**config.mk**
```make
export PLATFORM = sky130hd
export DESIGN_NAME = acc_datapath
export DESIGN_NICKNAME = d
export VERILOG_FILES = /design/src/core/acc_pkg.sv /design/src/core/port_latch_bank.sv /design/src/core/acc_datapath.sv
export SDC_FILE = /design/constraint.sdc
export NUM_CORES = 1
export LEC_CHECK = 0
export BUFFER_PORTS_ARGS = -buffer_cell sky130_fd_sc_hd__buf_2
export CAP_MARGIN = 20
export CORE_MARGIN = 8
export CORE_UTILIZATION = 47
export CTS_CLUSTER_DIAMETER = 50
export CTS_CLUSTER_SIZE = 28
export DETAILED_ROUTE_END_ITERATION = 10
export PLACE_DENSITY = 0.77
export SLEW_MARGIN = 20
export SYNTH_ARGS = -nofsm -noshare
export SYNTH_HDL_FRONTEND = slang
export SYNTH_SLANG_ARGS = --single-unit
```
**constraint.sdc**
```tcl
create_clock -name clk -period 2 [get_ports clk]
set_input_delay 0.2 -clock clk [delete_from_list [all_inputs] [get_ports clk]]
set_output_delay 0.2 -clock clk [all_outputs]
set_load 0.01 [all_outputs]
```
**src/core/acc_pkg.sv**
```systemverilog
// Shared types and constants for the accumulator, logic and port datapath
package acc_pkg;

  localparam int NIB_W      = 4;
  localparam int ROM_W      = 10;
  localparam int ROM_ADDR_W = 10;
  localparam int PAGE_W     = 2;
  localparam int REG_IDX_W  = 4;
  localparam int NUM_REGS   = 16;
  localparam int NUM_PORTS  = 5;
  localparam int PORT_IDX_W = 3;

  localparam logic [NIB_W-1:0]      ACC_RESET   = 4'h0;
  localparam logic [NIB_W-1:0]      NIB_ZERO    = 4'h0;
  localparam logic [NIB_W-1:0]      NIB_ONE     = 4'h1;
  localparam logic [PAGE_W-1:0]     PAGE_RESET  = 2'h0;
  localparam logic [PORT_IDX_W-1:0] PORT_IDX_2  = 3'h2;
  localparam logic [PORT_IDX_W-1:0] PORT_IDX_MAX = 3'h4;
  localparam int                    MSB         = 3;
  localparam int                    ROM_HI_LSB  = 4;
  localparam int                    ROM_LO_LSB  = 0;

  // Operation select decoded from the instruction stream
  typedef enum logic [4:0] {
    OP_NOP       = 5'h00,
    OP_OR_REG    = 5'h01,
    OP_OR_ROM_H  = 5'h02,
    OP_OR_ROM_L  = 5'h03,
    OP_OR_IMM    = 5'h04,
    OP_XOR_REG   = 5'h05,
    OP_XOR_ROM_H = 5'h06,
    OP_XOR_ROM_L = 5'h07,
    OP_XOR_IMM   = 5'h08,
    OP_INC       = 5'h09,
    OP_RL        = 5'h0a,
    OP_ROT_ZRST  = 5'h0b,
    OP_IN_PORT   = 5'h0c,
    OP_OUT_PORT  = 5'h0d,
    OP_AND_PORT  = 5'h0e,
    OP_OR_PORT   = 5'h0f,
    OP_XOR_PORT  = 5'h10,
    OP_OUT_IMM8  = 5'h11,
    OP_MOV_REG   = 5'h12,
    OP_MOV_ROM_H = 5'h13,
    OP_MOV_ROM_L = 5'h14,
    OP_MOV_IMM   = 5'h15
  } op_type;

  typedef struct packed {
    logic                  valid;
    op_type                op;
    logic                  bank;
    logic [REG_IDX_W-1:0]  reg_idx;
    logic [PORT_IDX_W-1:0] port_idx;
    logic [NIB_W-1:0]      imm_nibble;
    logic [2*NIB_W-1:0]    imm_byte;
  } instr_type;

  typedef struct packed {
    logic [NIB_W-1:0] acc;
    logic             carry_flag;
  } acc_state_type;

  typedef struct packed {
    logic [NUM_PORTS-1:0][NIB_W-1:0] bank1;
    logic [NUM_PORTS-1:0][NIB_W-1:0] bank0;
  } port_bus_type;

endpackage

```
**src/core/port_latch_bank.sv**
```systemverilog
// Output latches of both port banks, held until written
`timescale 1ns/1ns
module port_latch_bank
  import acc_pkg::*;
(
  input  wire logic                  clk,
  input  wire logic                  rst_b,
  input  wire logic                  wr_single,
  input  wire logic                  wr_pair,
  input  wire logic                  wr_bank,
  input  wire logic [PORT_IDX_W-1:0] wr_idx,
  input  wire logic [NIB_W-1:0]      wr_nibble,
  input  wire logic [2*NIB_W-1:0]    wr_byte,
  output port_bus_type               latch_q
);

  typedef struct packed {
    port_bus_type lat;
  } latch_state_type;

  latch_state_type state_r;
  latch_state_type state_nxt;

  always_comb begin
    state_nxt = state_r;
    for (int i = 0; i < NUM_PORTS; i++) begin
      if (wr_idx == PORT_IDX_W'(i)) begin
        if (wr_single && wr_bank) begin
          state_nxt.lat.bank1[i] = wr_nibble;
        end
        if (wr_single && !wr_bank) begin
          state_nxt.lat.bank0[i] = wr_nibble;
        end
        if (wr_pair) begin
          state_nxt.lat.bank1[i] = wr_byte[2*NIB_W-1:NIB_W];
          state_nxt.lat.bank0[i] = wr_byte[NIB_W-1:0];
        end
      end
    end
  end

  always_ff @(posedge clk or negedge rst_b) begin
    if (!rst_b) begin
      state_r <= '0;
    end else begin
      state_r <= state_nxt;
    end
  end

  assign latch_q = state_r.lat;

endmodule

```
**src/core/acc_datapath.sv**
```systemverilog
// Accumulator logic, rotate, port and table-read datapath
`timescale 1ns/1ns
module acc_datapath
  import acc_pkg::*;
(
  input  wire logic                            clk,
  input  wire logic                            rst_b,
  input  instr_type                            instr,
  input  wire logic [PAGE_W-1:0]               rom_page_select_reg,
  input  wire logic [NUM_REGS-1:0][NIB_W-1:0]  reg_bank0,
  input  wire logic [NUM_REGS-1:0][NIB_W-1:0]  reg_bank1,
  output logic      [ROM_ADDR_W-1:0]           rom_addr,
  input  wire logic [ROM_W-1:0]                rom_data,
  input  port_bus_type                         port_pins,
  output port_bus_type                         port_latch,
  output logic      [NIB_W-1:0]                acc,
  output logic                                 carry_flag,
  output logic                                 internal_reset,
  output logic                                 bad_port
);

  typedef struct packed {
    acc_state_type             a;
    logic                      ireset;
    logic                      badp;
    port_bus_type              pin_s1;
    port_bus_type              pin_s2;
    port_bus_type              pin_s3;
    port_bus_type              pin_stable;
  } dp_state_type;

  dp_state_type state_r;
  dp_state_type state_nxt;

  // Picks one nibble of a port bus by bank and index
  function automatic logic [NIB_W-1:0] pick_port(
    input port_bus_type          pb,
    input logic                  bank,
    input logic [PORT_IDX_W-1:0] idx
  );
    logic [NIB_W-1:0] v;
    v = NIB_ZERO;
    for (int i = 0; i < NUM_PORTS; i++) begin
      if (idx == PORT_IDX_W'(i)) begin
        v = bank ? pb.bank1[i] : pb.bank0[i];
      end
    end
    return v;
  endfunction

  // Only indexes 0, 1, 3 and 4 exist
  function automatic logic port_ok(input logic [PORT_IDX_W-1:0] idx);
    return (idx != PORT_IDX_2) && (idx <= PORT_IDX_MAX);
  endfunction

  logic [NIB_W-1:0] reg_val;
  logic [NIB_W-1:0] rom_hi;
  logic [NIB_W-1:0] rom_lo;
  logic [NIB_W-1:0] port_val;
  logic [NIB_W-1:0] a_old;
  logic             out_single;
  logic             out_pair;

  assign rom_addr = {rom_page_select_reg, reg_bank1[0], reg_bank0[0]};

  assign reg_val = instr.bank ? reg_bank1[instr.reg_idx] : reg_bank0[instr.reg_idx];
  // nibble select, bits 9 and 8 unused
  assign rom_hi  = rom_data[ROM_HI_LSB +: NIB_W];
  assign rom_lo  = rom_data[ROM_LO_LSB +: NIB_W];
  assign port_val = pick_port(state_r.pin_stable, instr.bank, instr.port_idx);
  assign a_old   = state_r.a.acc;

  assign out_single = instr.valid && (instr.op == OP_OUT_PORT) && port_ok(instr.port_idx);
  assign out_pair   = instr.valid && (instr.op == OP_OUT_IMM8) && port_ok(instr.port_idx);

  port_latch_bank u_latch (
    .clk       (clk),
    .rst_b     (rst_b),
    .wr_single (out_single),
    .wr_pair   (out_pair),
    .wr_bank   (instr.bank),
    .wr_idx    (instr.port_idx),
    .wr_nibble (a_old),
    .wr_byte   (instr.imm_byte),
    .latch_q   (port_latch)
  );

  always_comb begin
    state_nxt = state_r;
    state_nxt.ireset = 1'b0;
    state_nxt.badp   = 1'b0;
    // Pins are asynchronous; accept a change once two stages agree
    state_nxt.pin_s1 = port_pins;
    state_nxt.pin_s2 = state_r.pin_s1;
    state_nxt.pin_s3 = state_r.pin_s2;
    if (state_r.pin_s2 == state_r.pin_s3) begin
      state_nxt.pin_stable = state_r.pin_s3;
    end
    if (instr.valid) begin
      case (instr.op)
        OP_OR_REG: begin
          state_nxt.a.acc = a_old | reg_val;
          state_nxt.a.carry_flag = 1'b0;
        end
        OP_OR_ROM_H: begin
          state_nxt.a.acc = a_old | rom_hi;
          state_nxt.a.carry_flag = 1'b0;
        end
        OP_OR_ROM_L: begin
          state_nxt.a.acc = a_old | rom_lo;
          state_nxt.a.carry_flag = 1'b0;
        end
        OP_OR_IMM: begin
          state_nxt.a.acc = a_old | instr.imm_nibble;
          state_nxt.a.carry_flag = 1'b0;
        end
        OP_XOR_REG: begin
          state_nxt.a.acc = a_old ^ reg_val;
          state_nxt.a.carry_flag = a_old[MSB] & reg_val[MSB];
        end
        OP_XOR_ROM_H: begin
          state_nxt.a.acc = a_old ^ rom_hi;
          state_nxt.a.carry_flag = a_old[MSB] & rom_hi[MSB];
        end
        OP_XOR_ROM_L: begin
          state_nxt.a.acc = a_old ^ rom_lo;
          state_nxt.a.carry_flag = a_old[MSB] & rom_lo[MSB];
        end
        OP_XOR_IMM: begin
          state_nxt.a.acc = a_old ^ instr.imm_nibble;
          state_nxt.a.carry_flag = a_old[MSB] & instr.imm_nibble[MSB];
        end
        OP_INC: begin
          state_nxt.a.acc = a_old + NIB_ONE;
          state_nxt.a.carry_flag = (a_old + NIB_ONE) == NIB_ZERO;
        end
        OP_RL: begin
          state_nxt.a.acc = {a_old[MSB-1:0], a_old[MSB]};
          state_nxt.a.carry_flag = a_old[MSB];
        end
        OP_ROT_ZRST: begin
          if (a_old == NIB_ZERO) begin
            state_nxt.ireset = 1'b1;
          end else begin
            state_nxt.a.acc = {a_old[MSB-1:0], a_old[MSB]};
            state_nxt.a.carry_flag = a_old[MSB];
          end
        end
        OP_IN_PORT: begin
          if (port_ok(instr.port_idx)) begin
            state_nxt.a.acc = port_val;
            state_nxt.a.carry_flag = 1'b0;
          end else begin
            state_nxt.badp = 1'b1;
          end
        end
        OP_AND_PORT: begin
          if (port_ok(instr.port_idx)) begin
            state_nxt.a.acc = a_old & port_val;
            state_nxt.a.carry_flag = a_old[MSB] & port_val[MSB];
          end else begin
            state_nxt.badp = 1'b1;
          end
        end
        OP_OR_PORT: begin
          if (port_ok(instr.port_idx)) begin
            state_nxt.a.acc = a_old | port_val;
            state_nxt.a.carry_flag = 1'b0;
          end else begin
            state_nxt.badp = 1'b1;
          end
        end
        OP_XOR_PORT: begin
          if (port_ok(instr.port_idx)) begin
            state_nxt.a.acc = a_old ^ port_val;
            state_nxt.a.carry_flag = a_old[MSB] & port_val[MSB];
          end else begin
            state_nxt.badp = 1'b1;
          end
        end
        OP_OUT_PORT, OP_OUT_IMM8: begin
          state_nxt.badp = !port_ok(instr.port_idx);
        end
        OP_MOV_REG: begin
          state_nxt.a.acc = reg_val;
          state_nxt.a.carry_flag = 1'b0;
        end
        OP_MOV_ROM_H: begin
          state_nxt.a.acc = rom_hi;
          state_nxt.a.carry_flag = 1'b0;
        end
        OP_MOV_ROM_L: begin
          state_nxt.a.acc = rom_lo;
          state_nxt.a.carry_flag = 1'b0;
        end
        OP_MOV_IMM: begin
          state_nxt.a.acc = instr.imm_nibble;
          state_nxt.a.carry_flag = 1'b0;
        end
        default: begin
          state_nxt.a = state_r.a;
        end
      endcase
    end
  end

  always_ff @(posedge clk or negedge rst_b) begin
    if (!rst_b) begin
      state_r <= '0;
    end else begin
      state_r <= state_nxt;
    end
  end

  assign acc            = state_r.a.acc;
  assign carry_flag     = state_r.a.carry_flag;
  assign internal_reset = state_r.ireset;
  assign bad_port       = state_r.badp;

endmodule

```
# Word level (Yosys, flattened, before mapping)
# Index checks and enable logic that the tools add are counted.
[op_classes]
reduce_logical = 28
bitwise_logic = 16
mux = 30
n_eq_ne = 32
n_lt_le_gt_ge = 2
add_sub_neg = 1
[op_table]
columns = ["cell", "n"]
rows = [
  ["$pmux W5 S19", 1],
  ["$mux W4", 17],
  ["$eq A40 B40 Y1", 1],
  ["$eq A5 B4 Y1 const B", 8],
  ["$bmux W4 S4", 2],
  ["$eq A5 B5 Y1 const B", 6],
  ["$mux W5", 5],
  ["$eq A5 B3 Y1 const B", 4],
  ["$or A4 B4 Y4", 5],
  ["$reduce_and A2 Y1", 10],
  ["$xor A4 B4 Y4", 5],
  ["$reduce_bool A19 Y1", 1],
  ["$eq A5 B2 Y1 const B", 2],
  ["$ne A2 B2 Y1 const B", 5],
  ["$logic_not A4 Y1", 2],
  ["$logic_and A1 B1 Y1", 7],
  ["$reduce_and A7 Y1", 1],
  ["$eq A3 B2 Y1 const B", 2],
  ["$and A1 B1 Y1", 5],
  ["$eq A5 B1 Y1 const B", 1],
  ["$lt A4 B5 Y1 const B", 1],
  ["$add A4 B1 Y4 const B", 1],
  ["$and A4 B4 Y4", 1],
  ["$reduce_bool A2 Y1", 2],
  ["other kinds (11)", 14],
]
[totals]
out_inout_bits = 57
ff_bits = 207
wordCells = 163
inputBits = 208

# Longest topological paths before layout
# Gate-level depths: netlist (run 1).
[depth]
depth_word = 9
mapped_depth = 10
mapped_depth_nobuf = 8

# By module
# From an unflattened synthesis (run 1), not the netlist that was laid out.
[hier_totals]
cells_unflattened = 695
area_unflattened_um2 = 9500.4
[by_module_without_submodules]
columns = ["mod", "n_inst", "seq_area_each_um2", "area_per_inst_um2", "cells_each"]
rows = [
  ["acc_datapath", 1, 4179.0, 7768.7, 588],
  ["port_latch_bank", 1, 1001.0, 1731.7, 107],
]

# Worst setup path before layout (run 1)
# No wires, ideal clock.
[synth_path]
kind = "register to register"
start = "reg state_r, in the netlist acc[0]"
end = "reg state_r, in the netlist acc[0]"
arrival_ns = 2.033
synth_period_minus_slack_ns = 2.172
setup_slack_ns = -0.172
path_stages_with_launch = 10
required_ns = 1.860
setup_time_ns = 0.140
n_path_buf = 1
path_cell_list = "dfrtp_1 -> clkbuf_1 -> inv_1 -> ha_1 -> nor4b_1 -> and3_1 -> nor2_1 -> nand4_1 -> a2111oi_0 -> a31oi_1"
[synth_via]
elab_chain_len = 3
elab_cells_between_ends = 19
cone_classes = "add/sub (1); eq/ne (1); mux (4); bitwise (11); reduce/logical (2)"
[synth_lines]
columns = ["item", "line", "rtl"]
rows = [
  ["from (decl)", "acc_datapath.sv:32", "dp_state_type state_r;"],
  ["from (signal assigned)", "acc_datapath.sv:211", "state_r <= state_nxt;"],
  ["parallel branches: the longest is 3 deep, another holds $add A4 B1 Y4", "n/a", ""],
]
# Parallel ways; which one is timed is not known. The select of a mux whose other input is x is not followed.
# A chain may end at the register's enable or synchronous reset.

# Worst setup path in the final report (run 1)
[layout_path]
start = "reg state_r[35] in the netlist's numbering"
end = "reg state_r, in the netlist acc[3]"
[layout_via]
elab_chain_len = 6
elab_cells_between_ends = 11
cone_classes = "mux (8); bitwise (3)"
[layout_lines]
columns = ["item", "line", "rtl"]
rows = [
  ["$mux W4 (*)", "acc_datapath.sv:45", "v = bank ? pb.bank1[i] : pb.bank0[i];"],
  ["$mux W4 (*) (2 in series)", "acc_datapath.sv:44", "if (idx == PORT_IDX_W'(i)) begin"],
  ["$xor A4 B4 Y4, or another cell as far along", "acc_datapath.sv:175", "state_nxt.a.acc = a_old ^ port_val;"],
  ["$mux W5 (on tied branches)", "acc_datapath.sv:174, acc_datapath.sv:158, acc_datapath.sv:166", ""],
  ["$pmux W5 S19 (*)", "acc_datapath.sv:100", "case (instr.op)"],
]
# Every way passes the cells marked *; elsewhere a longest branch is shown, timed or not. The select of a mux whose other input is x is not followed.

==> results of run 1 <==
where the power goes:
part / switching, mW / internal (mW) / total, mW
Combinational: 0.946 / 0.901 / 1.85
Sequential: 0.133 / 4.38 / 4.52
Clock: 1.49 / 1.38 / 2.88
final timing paths:
kind                                             to  slack [ps]  depth (start not counted)
max in group asynchronous                state_r[1]        1060                          3
min in group asynchronous       u_latch.latch_q[11]         220                          2
worst max-delay path                         acc[3]        -120                          8
worst max register to register               acc[3]        -120                          8
worst min-delay path                       bad_port          10                          3
worst min register to register        state_nxt[70]         350                          0
per-stage QoR:
step / instances / setup slack (ps) / power [mW] / area (sq um)
3_3_place_gp: 1383 / -507 / 6.26 / 11600
5_1_grt: 1454 / -233 / 9.67 / 12600
3_5_place_dp: 1383 / -573 / 6.29 / 11600
4_1_cts: 1448 / -128 / 9.27 / 12500
2_1_floorplan: 816 / -117 / 5.44 / 9400
6_report: 1455 / -119 / 9.24 / 12600
worst max-delay path, stage by stage (launching register included):
cell	delay (ps)
dfrtp_1	390
mux4_2	480
mux2i_2	190
buf_4	170
o21ai_4	60
a21oi_2	180
a21boi_1	90
a311o_1	290
a31oi_1	170
layout make-up:
type                    instances  area (sq um)
repair buffers                413          2680
fillers                      1545          6880
inverters                      11          41.3
flip-flops and latches        207          5180
multi-input cells             536          3960
well taps                     265           332
clock buffers                  14           350
clock inverters                 8           103
diodes                          1          2.50
timing repair:
action                                  in CTS  in global routing
endpoints found under the setup margin       5                 36
resized for setup                           18                 16
hold buffers                                41                  0
buffers inserted                             2                  6
hold endpoints to repair                    88                  0
pin swaps                                    9                  6
routing by layer:
| layer | GRT usage | share of wire | vias to the layer above |
|---|---|---|---|
| met1 | 0.287 | 0.40 | 3858 |
| met3 | 0.0433 | 0.078 | 57 |
| met2 | 0.367 | 0.49 | 287 |
| li1 | - | - | 3617 |
| met5 | 0 | 0 | - |
| met4 | 0.0580 | 0.031 | 0 |
logic make-up after synthesis:
group / share of synthesized area
AOI/OAI and AO/OA: 0.0883
xor gates and xnor gates: 0.0401
adders and majority gates: 0.00400
buffers and inverters: 0.0403
DFF: 0.552
muxes: 0.131
and+or+nand+nor: 0.144
flip-flops by register name, summed over array words and instances (netlist names):
name	count
state_nxt	80
bad_port	1
internal_reset	1
acc	4
carry_flag	1
state_r	80
u_latch.latch_q	40
cell usage in the layout (no fill, tap or decap), types with 9 or more instances in the layout:
cell | Yosys | final
nor2_1 | 56 | 55
and3_1 | 12 | 12
dfrtp_1 | 207 | 207
a21oi_1 | 49 | 43
mux4_1 | 13 | 9
nand3_1 | 13 | 13
mux4_2 | 21 | 25
a221oi_1 | 11 | 10
nand4_1 | 13 | 13
mux2i_1 | 35 | 33
buf_2 | 6 | 256
xnor2_1 | 35 | 34
dlygate4sd3_1 | 0 | 41
clkbuf_16 | 0 | 14
buf_4 | 17 | 101
nand2_1 | 145 | 145
==> flow_summary.yaml, run 1 <==
run_status:
  status: "finished with violations"
  violations: "negative setup slack"
critical_path:
  timing.rr.start: "state_r[35]"
  startpoint: "state_r[35]"
  cp-end-kind: "flip-flop"
  required_ps: 2380
  arrival_ps: 2500
  critPathMaxFanout: 3
  start_kind: "flip-flop"
  crit_type: "reg2reg"
layout:
  drive_above_1_share: 0.380
  fin_nets: 1394
  area_delta_synth_final_pct: 34.8
  fin_util: 0.648
global_route:
  track_usage: 0.220
  grt_overflow: 0
  grt_antenna_before_repair: 0
  grt_max_degree: 55
  grt_pass1_vias: 8026
  grt_pass1_wl_um: 43100
timing:
  period_needed_ps: 2120
  worst_slew_pin_slew_ps: 990
  finClkSkew_ps: 47.1
  drv_slew: 0
  maxSlewHeadroom: 0.330
  rsz0062_at_grt: "yes"
  setup_slack_ps: -119
  period_share: 1.06
  fmax_mhz: 472
  hold_viol: 0
  setup_violations: 3
  setup_tns_ps: -256
  whs_ps: 12.9
hold_path:
  hold_path_class: "in2reg"
  holdCritStartpoint: "instr[25]"
floorplan:
  dieArea_sq_mm: 0.0247
  fp.dieW_um: 157
  chipHeight_um: 157
  initial_core_util: 0.481
  coreArea_sq_mm: 0.0195
  row_count: 51
  ios: 265
drt:
  route.detailed.drc: 0
  drt_first_pass_iters: 6
  num_vias: 7819
  drtAntennaViolNets: 0
  wl_um: 27800
  vias_per_cell: 5.37
  routedWlPerCell_um: 19.1
  drt_iter0_drc: 474
yosys:
  synthesis.nets: 1027
  ys_top_cells_by_area: "dfrtp_1 (55%), nand2_1 (5.8%), mux4_2 (5.0%)"
  yosys_register_bits: 207
  yosysTopAreaCell: "dfrtp_1"
  synth_cell_types: 69
  yosys_warnings: 0
  synth-seq-area-share: 0.552
  synth_most_common_cell: "dfrtp_1"
  synth_ff_type: "dfrtp_1"
  synth_common_cells: "dfrtp_1 (207), nand2_1 (145), nor2_1 (56), a21oi_1 (49)"
  synth_area_sq_mm: 0.00938
  syn_inst: 816
  netlist.area_leader.share: 0.552
  post_synth.cell_area_avg_sq_um: 11.5
  async_reset_ff_frac: 1.00
  synth_edf_count: 0
cts:
  clkTransAtPathRegs_ps: 90
  cts-root-buf: "clkbuf_16"
  clk_latency_ps: 490
  clockBufferDepth: 3
  clkSinkCount: 207
  htree_levels: 1
  cts_tree: "built"
  numCtsBuffers: 14
placed_design:
  dp_hpwl_um: 21100
  io_buffer_count: 258
  place_congestion: 0.921
pwr:
  leakage_nw: 6.24
  power_density_mw_per_mm2: 731
  vdd_ir_drop_max_mv: 0.942
job:
  drv_cap: 0
Note: power is estimated with default switching activity, not from simulation.
==> run 2: changes to the inputs <==
Settings changed: CORE_UTILIZATION 47 to 39, PLACE_DENSITY 0.77 to 0.66.
==> run 2 against run 1 <==
Net effect:
- the run still ends with negative setup slack left
- count of clock-buffer cells in the layout up 6
- cell area rose by 3.5%
- clock power is 33% higher
- setup slack got worse by 6.7 ps
- sequential power about the same
- critical endpoint unchanged
- largest power group unchanged
==> flow_summary.yaml, run 2 (synthesis results as in run 1) <==
floorplan:
  row_count: 56
  chipHeight_um: 171
  fp.dieW_um: 171
  ios: 265
  initial_core_util: 0.399
  coreArea_sq_mm: 0.0235
  dieArea_sq_mm: 0.0293
timing:
  maxSlewHeadroom: 0.574
  drv_slew: 0
  worst_slew_pin_slew_ps: 623
  setup_violations: 3
  period_needed_ps: 2130
  period_share: 1.06
  hold_viol: 0
  fmax_mhz: 471
  setup_slack_ps: -125
  rsz0062_at_grt: "yes"
  finClkSkew_ps: 34.7
drt:
  drt_iter0_drc: 520
  routedWlPerCell_um: 17.9
  route.detailed.drc: 0
  drt_first_pass_iters: 5
  num_vias: 7778
  vias_per_cell: 5.05
  wl_um: 27500
  drtAntennaViolNets: 0
layout:
  fin_nets: 1417
  multi_input_area_sq_mm: 0.00398
  mostFrequentLayoutCell: "buf_2"
  fill_cells: 2043
  fin_area_sq_mm: 0.0131
  final_cell_mix: "buf_2 (256), dfrtp_1 (207), nand2_1 (144)"
  seqCellArea_sq_mm: 0.00518
  area_delta_synth_final_pct: 39.5
  drive_above_1_share: 0.398
critical_path:
  required_ps: 2400
  timing.rr.start: "state_r[15]"
  crit_type: "reg2reg"
  critPathMaxFanout: 3
  r2r-end: "acc[3]"
  arrival_ps: 2520
  start_kind: "flip-flop"
  r2r_cells: 8
  ff2ff_setup_slack_ps: -130
  cp-end-kind: "flip-flop"
global_route:
  track_usage: 0.184
  grt_max_degree: 79
  grt_overflow: 0
  grt_pass1_wl_um: 43000
  grt_pass1_vias: 7928
  grt_antenna_before_repair: 1
cts:
  clkTransAtPathRegs_ps: 90
  clkSinkCount: 207
  clockBufferDepth: 3
  cts-root-buf: "clkbuf_16"
  htree_levels: 1
  clk_latency_ps: 500
  cts_tree: "built"
  numCtsBuffers: 19
hold_path:
  hold_path_class: "in2reg"
  holdCritStartpoint: "instr[7]"
  hold_depth: 3
  holdPathEnd: "u_latch.latch_q[35]"
placed_design:
  placed_cell_area_sq_mm: 0.0117
  io_buffer_count: 258
  dp_hpwl_um: 21500
  place_congestion: 0.929
pwr:
  clkPwrFrac: 0.374
  p_seq_frac: 0.441
  p_switching_mw: 2.85
  p_total_mw: 10.2
  vdd_ir_drop_max_mv: 0.802
  netSwitchingFraction: 0.279
  p_int_mw: 7.38
  leakage_nw: 6.44
  power_density_mw_per_mm2: 781
  pwr-share-comb: 0.185
run_status:
  status: "finished with violations"
  violations: "negative setup slack"
job:
  drv_cap: 0
==> run 2: layer usage <==
layer | wire length, um | share of wire | GRT usage
met5 | 0 | 0 | 0
met1 | 11900 | 0.43 | 0.245
met2 | 13500 | 0.49 | 0.312
met3 | 1670 | 0.061 | 0.0316
met4 | 487 | 0.018 | 0.0382
==> run 2: worst max-delay path by stage <==
stage | start | to | cells past startpoint
6_report | state_r[15] | acc[3] | 8
5_1_grt | state_r[15] | acc[3] | 8
4_1_cts | state_r[15] | acc[3] | 8
3_5_place_dp | instr[15] | carry_flag | 10
3_3_place_gp | instr[15] | carry_flag | 10
2_1_floorplan | instr[15] | acc[1] | 8
==> run 2: through the flow <==
step / hold slack, ps / utilization / setup WS [ps] / cells / setup TNS (ps)
floorplan: -95.6 / - / -117 / 816 / -180
global placement: 144 / 0.499 / -566 / 1454 / -3110
detailed placement: 146 / 0.499 / -590 / 1454 / -3410
CTS: 91.2 / 0.549 / -134 / 1532 / -326
global route: 117 / 0.556 / -195 / 1539 / -522
finish: 110 / 0.556 / -125 / 1539 / -277
==> run 2: power by group through the flow <==
stage | clock, mW | combinational (mW) | sequential (mW)
after floorplan | 0 | 0.855 | 4.59
after global placement | 0 | 1.75 | 4.58
after detailed placement | 0 | 1.77 | 4.59
after CTS | 3.94 | 1.85 | 4.51
after global routing | 4.09 | 2.04 | 4.53
final | 3.83 | 1.89 | 4.51
==> run 2: what timing repair did <==
| item | 4_1_cts | 5_1_grt |
|---|---|---|
| resized for setup | 12 | 24 |
| endpoints found under the hold margin | 139 | 0 |
| hold buffers | 42 | 0 |
| cloned | 0 | 0 |
| endpoints found under the setup margin | 5 | 45 |
| setup buffers | 2 | 7 |
| pin swaps | 9 | 7 |
==> run 2: layout make-up <==
type / instances / share of cell area
clock inverter: 14 / 0.0147
sequential: 207 / 0.396
timing repair buffer: 431 / 0.214
clock buffer: 20 / 0.0374
multi-input combinational: 536 / 0.304
tap: 319 / 0.0305
antenna: 1 / 0.000191
inverter: 11 / 0.00315
==> run 2: worst max-delay path, cell delays in order, from the launching register on <==
cell	delay [ps]
dfrtp_1	380
mux4_2	460
mux2i_2	200
buf_4	160
o21ai_4	60
a21oi_2	200
a21boi_1	100
a311o_1	280
a31oi_1	160
==> run 3: changes to the inputs <==
Settings changed: SYNTH_HIERARCHICAL set to 1.
==> run 3 against run 2 <==
Net effect:
- the flow still finishes with violations (negative setup slack)
- setup slack worse by 13 ps
- maximum frequency decreased by 0.60%
- global-route usage is 0.33 points lower
- flip-flop and latch count unchanged
- clock power decreased by 6.8%
- via count decreased by 4.9%
- combinational power rose by 3%
- highest routed layer unchanged
==> flow_summary.yaml, run 3 <==
yosys:
  synthesis.nets: 906
  async_reset_ff_frac: 1.00
  yosys_warnings: 6
  synth_most_common_cell: "dfrtp_1"
  ys_top_cells_by_area: "dfrtp_1 (55%), mux2_2 (11%), mux4_2 (7.3%)"
  syn_inst: 695
  synth_cell_types: 68
  synth_edf_count: 0
  synth_common_cells: "dfrtp_1 (207), mux2_2 (90), xnor2_1 (34), mux2i_1 (33), mux4_2 (31)"
  synth-seq-area-share: 0.545
  netlist.area_leader.share: 0.545
  post_synth.cell_area_avg_sq_um: 13.7
  yosysTopAreaCell: "dfrtp_1"
  synth_area_sq_mm: 0.00950
  synth_ff_type: "dfrtp_1"
  yosys_register_bits: 207
layout:
  mostFrequentLayoutCell: "buf_2"
  fin_util: 0.552
  area_delta_synth_final_pct: 40.2
  fin_nets: 1306
  final_cell_mix: "buf_2 (257), dfrtp_1 (205), buf_4 (106)"
  diodes: 0
  drive_above_1_share: 0.528
run_status:
  status: "finished with violations"
  violations: "negative setup slack"
global_route:
  grt_overflow: 0
  track_usage: 0.181
  grt_pass1_vias: 7632
  grt_max_degree: 56
  grt_antenna_before_repair: 0
  grt_pass1_wl_um: 42200
timing:
  setup_slack_ps: -138
  period_needed_ps: 2140
  rsz0062_at_grt: "yes"
  maxSlewHeadroom: 0.638
  worst_slew_pin_slew_ps: 542
  hold_viol: 0
  fmax_mhz: 468
  finClkSkew_ps: 36.3
  setup_violations: 20
  period_share: 1.07
  drv_slew: 0
cts:
  htree_levels: 1
  clkTransAtPathRegs_ps: 80
  cts_tree: "built"
  clkSinkCount: 207
  numCtsBuffers: 18
  cts-root-buf: "clkbuf_16"
  clockBufferDepth: 3
  clk_latency_ps: 510
critical_path:
  start_kind: "flip-flop"
  timing.rr.start: "state_r[32]"
  r2r-end: "acc[0]"
  cpMostUsedCell: "mux2i_1"
  worstPathBufferInverterCount: 0
  ff2ff_setup_slack_ps: -140
  cp-end-kind: "flip-flop"
  crit_type: "reg2reg"
  critPathMaxFanout: 3
  cp_slowest_stage_delay_ps: 490
  critPathSlowestCell: "mux4_2"
  arrival_ps: 2520
  crit_chain: "mux4_2 > mux2i_1 > o22ai_2 > a2111o_1 > mux2i_1 > a211oi_1 > a311oi_1"
  required_ps: 2390
  r2r_cells: 7
  critPathTopFamily: "multiplexers"
drt:
  drt_iter0_drc: 448
  wl_um: 27600
  drt_first_pass_iters: 5
  drtAntennaViolNets: 0
  routedWlPerCell_um: 19.3
  vias_per_cell: 5.17
  route.detailed.drc: 0
  num_vias: 7397
pwr:
  power_density_mw_per_mm2: 753
  vdd_ir_drop_max_mv: 0.700
  leakage_nw: 6.34
floorplan:
  coreArea_sq_mm: 0.0241
  fp.dieW_um: 172
  ios: 265
  initial_core_util: 0.394
  chipHeight_um: 172
  dieArea_sq_mm: 0.0296
  row_count: 57
placed_design:
  post-place-ws_ps: -415
  place_congestion: 0.926
  dp_hpwl_um: 21500
  io_buffer_count: 258
hold_path:
  holdPathEnd: "u_latch/latch_q[15]"
  holdCritStartpoint: "instr[3]"
  hold_depth: 3
  hold_path_class: "in2reg"
job:
  drv_cap: 0
-- run 3: logic make-up (layout without fill, tap and decap cells) --
| kind of cell | Yosys count | after routing | synth area share |
|---|---|---|---|
| buf+inv | 57 | 469 | 0.0336 |
| simple gates | 122 | 122 | 0.0691 |
| xor+xnor | 43 | 43 | 0.0396 |
| compound gates | 109 | 109 | 0.0935 |
| mux | 154 | 154 | 0.215 |
| fa+ha+maj | 3 | 3 | 0.00395 |
| flops | 207 | 207 | 0.545 |
-- run 3: stage by stage --
step	area [sq um]	hold WS [ps]	power [mW]	TNS (ps)	cells
after CTS	13000	125	10.1	-451	1416
after global routing	13300	142	10.5	-4810	1431
after detailed placement	11900	184	6.40	-8830	1341
final	13300	142	10.0	-486	1431
after global placement	11900	182	6.38	-8270	1341
after floorplan	9620	-95.6	5.52	-444	695
-- run 3: layer usage --
metal | wire, um | GRT usage
met3 | 1740 | 0.0326
met1 | 12000 | 0.249
met2 | 13500 | 0.298
met4 | 356 | 0.0311
met5 | 0 | 0
-- run 3: what timing repair did --
item                                   in CTS  in global routing
setup endpoints to repair                  11                 45
hold buffers                               42                  0
cloned                                      0                  7
resized for setup                           8                 21
endpoints found under the hold margin      85                  0
setup buffers                               1                  8
pin swaps                                   4                 16
-- run 3: report_power, final --
group,switching [mW],total (mW),internal (mW)
sequential,0.132,4.52,4.39
clock,1.74,3.57,1.83
combinational,0.976,1.94,0.960
total,2.85,10.0,7.18
-- run 3: cell type report --
type	count	area (sq um)
fill	2070	10800
sequential	207	5180
multi-input combinational	431	4180
timing repair buffer	424	2860
clock buffer	19	464
tap	324	405
clock inverter	13	169
inverter	13	55.1
-- run 3: worst max-delay path by stage --
stage                      startpoint      to  slack [ps]  depth (start not counted)
after floorplan             instr[16]  acc[1]        -180                          9
after global placement      instr[19]  acc[0]        -360                          7
after detailed placement    instr[16]  acc[3]        -420                         10
after CTS                 state_r[32]  acc[0]        -140                          7
after global routing      state_r[32]  acc[0]        -270                          7
final                     state_r[32]  acc[0]        -140                          7
-- run 3: worst reg2reg max path, delay by kind of cell, from the launching register on --
| family | cells | cell delay [ps] |
|---|---|---|
| flip-flops | 1 | 390 |
| multiplexers | 3 | 830 |
| AO/OA/AOI/OAI | 4 | 800 |
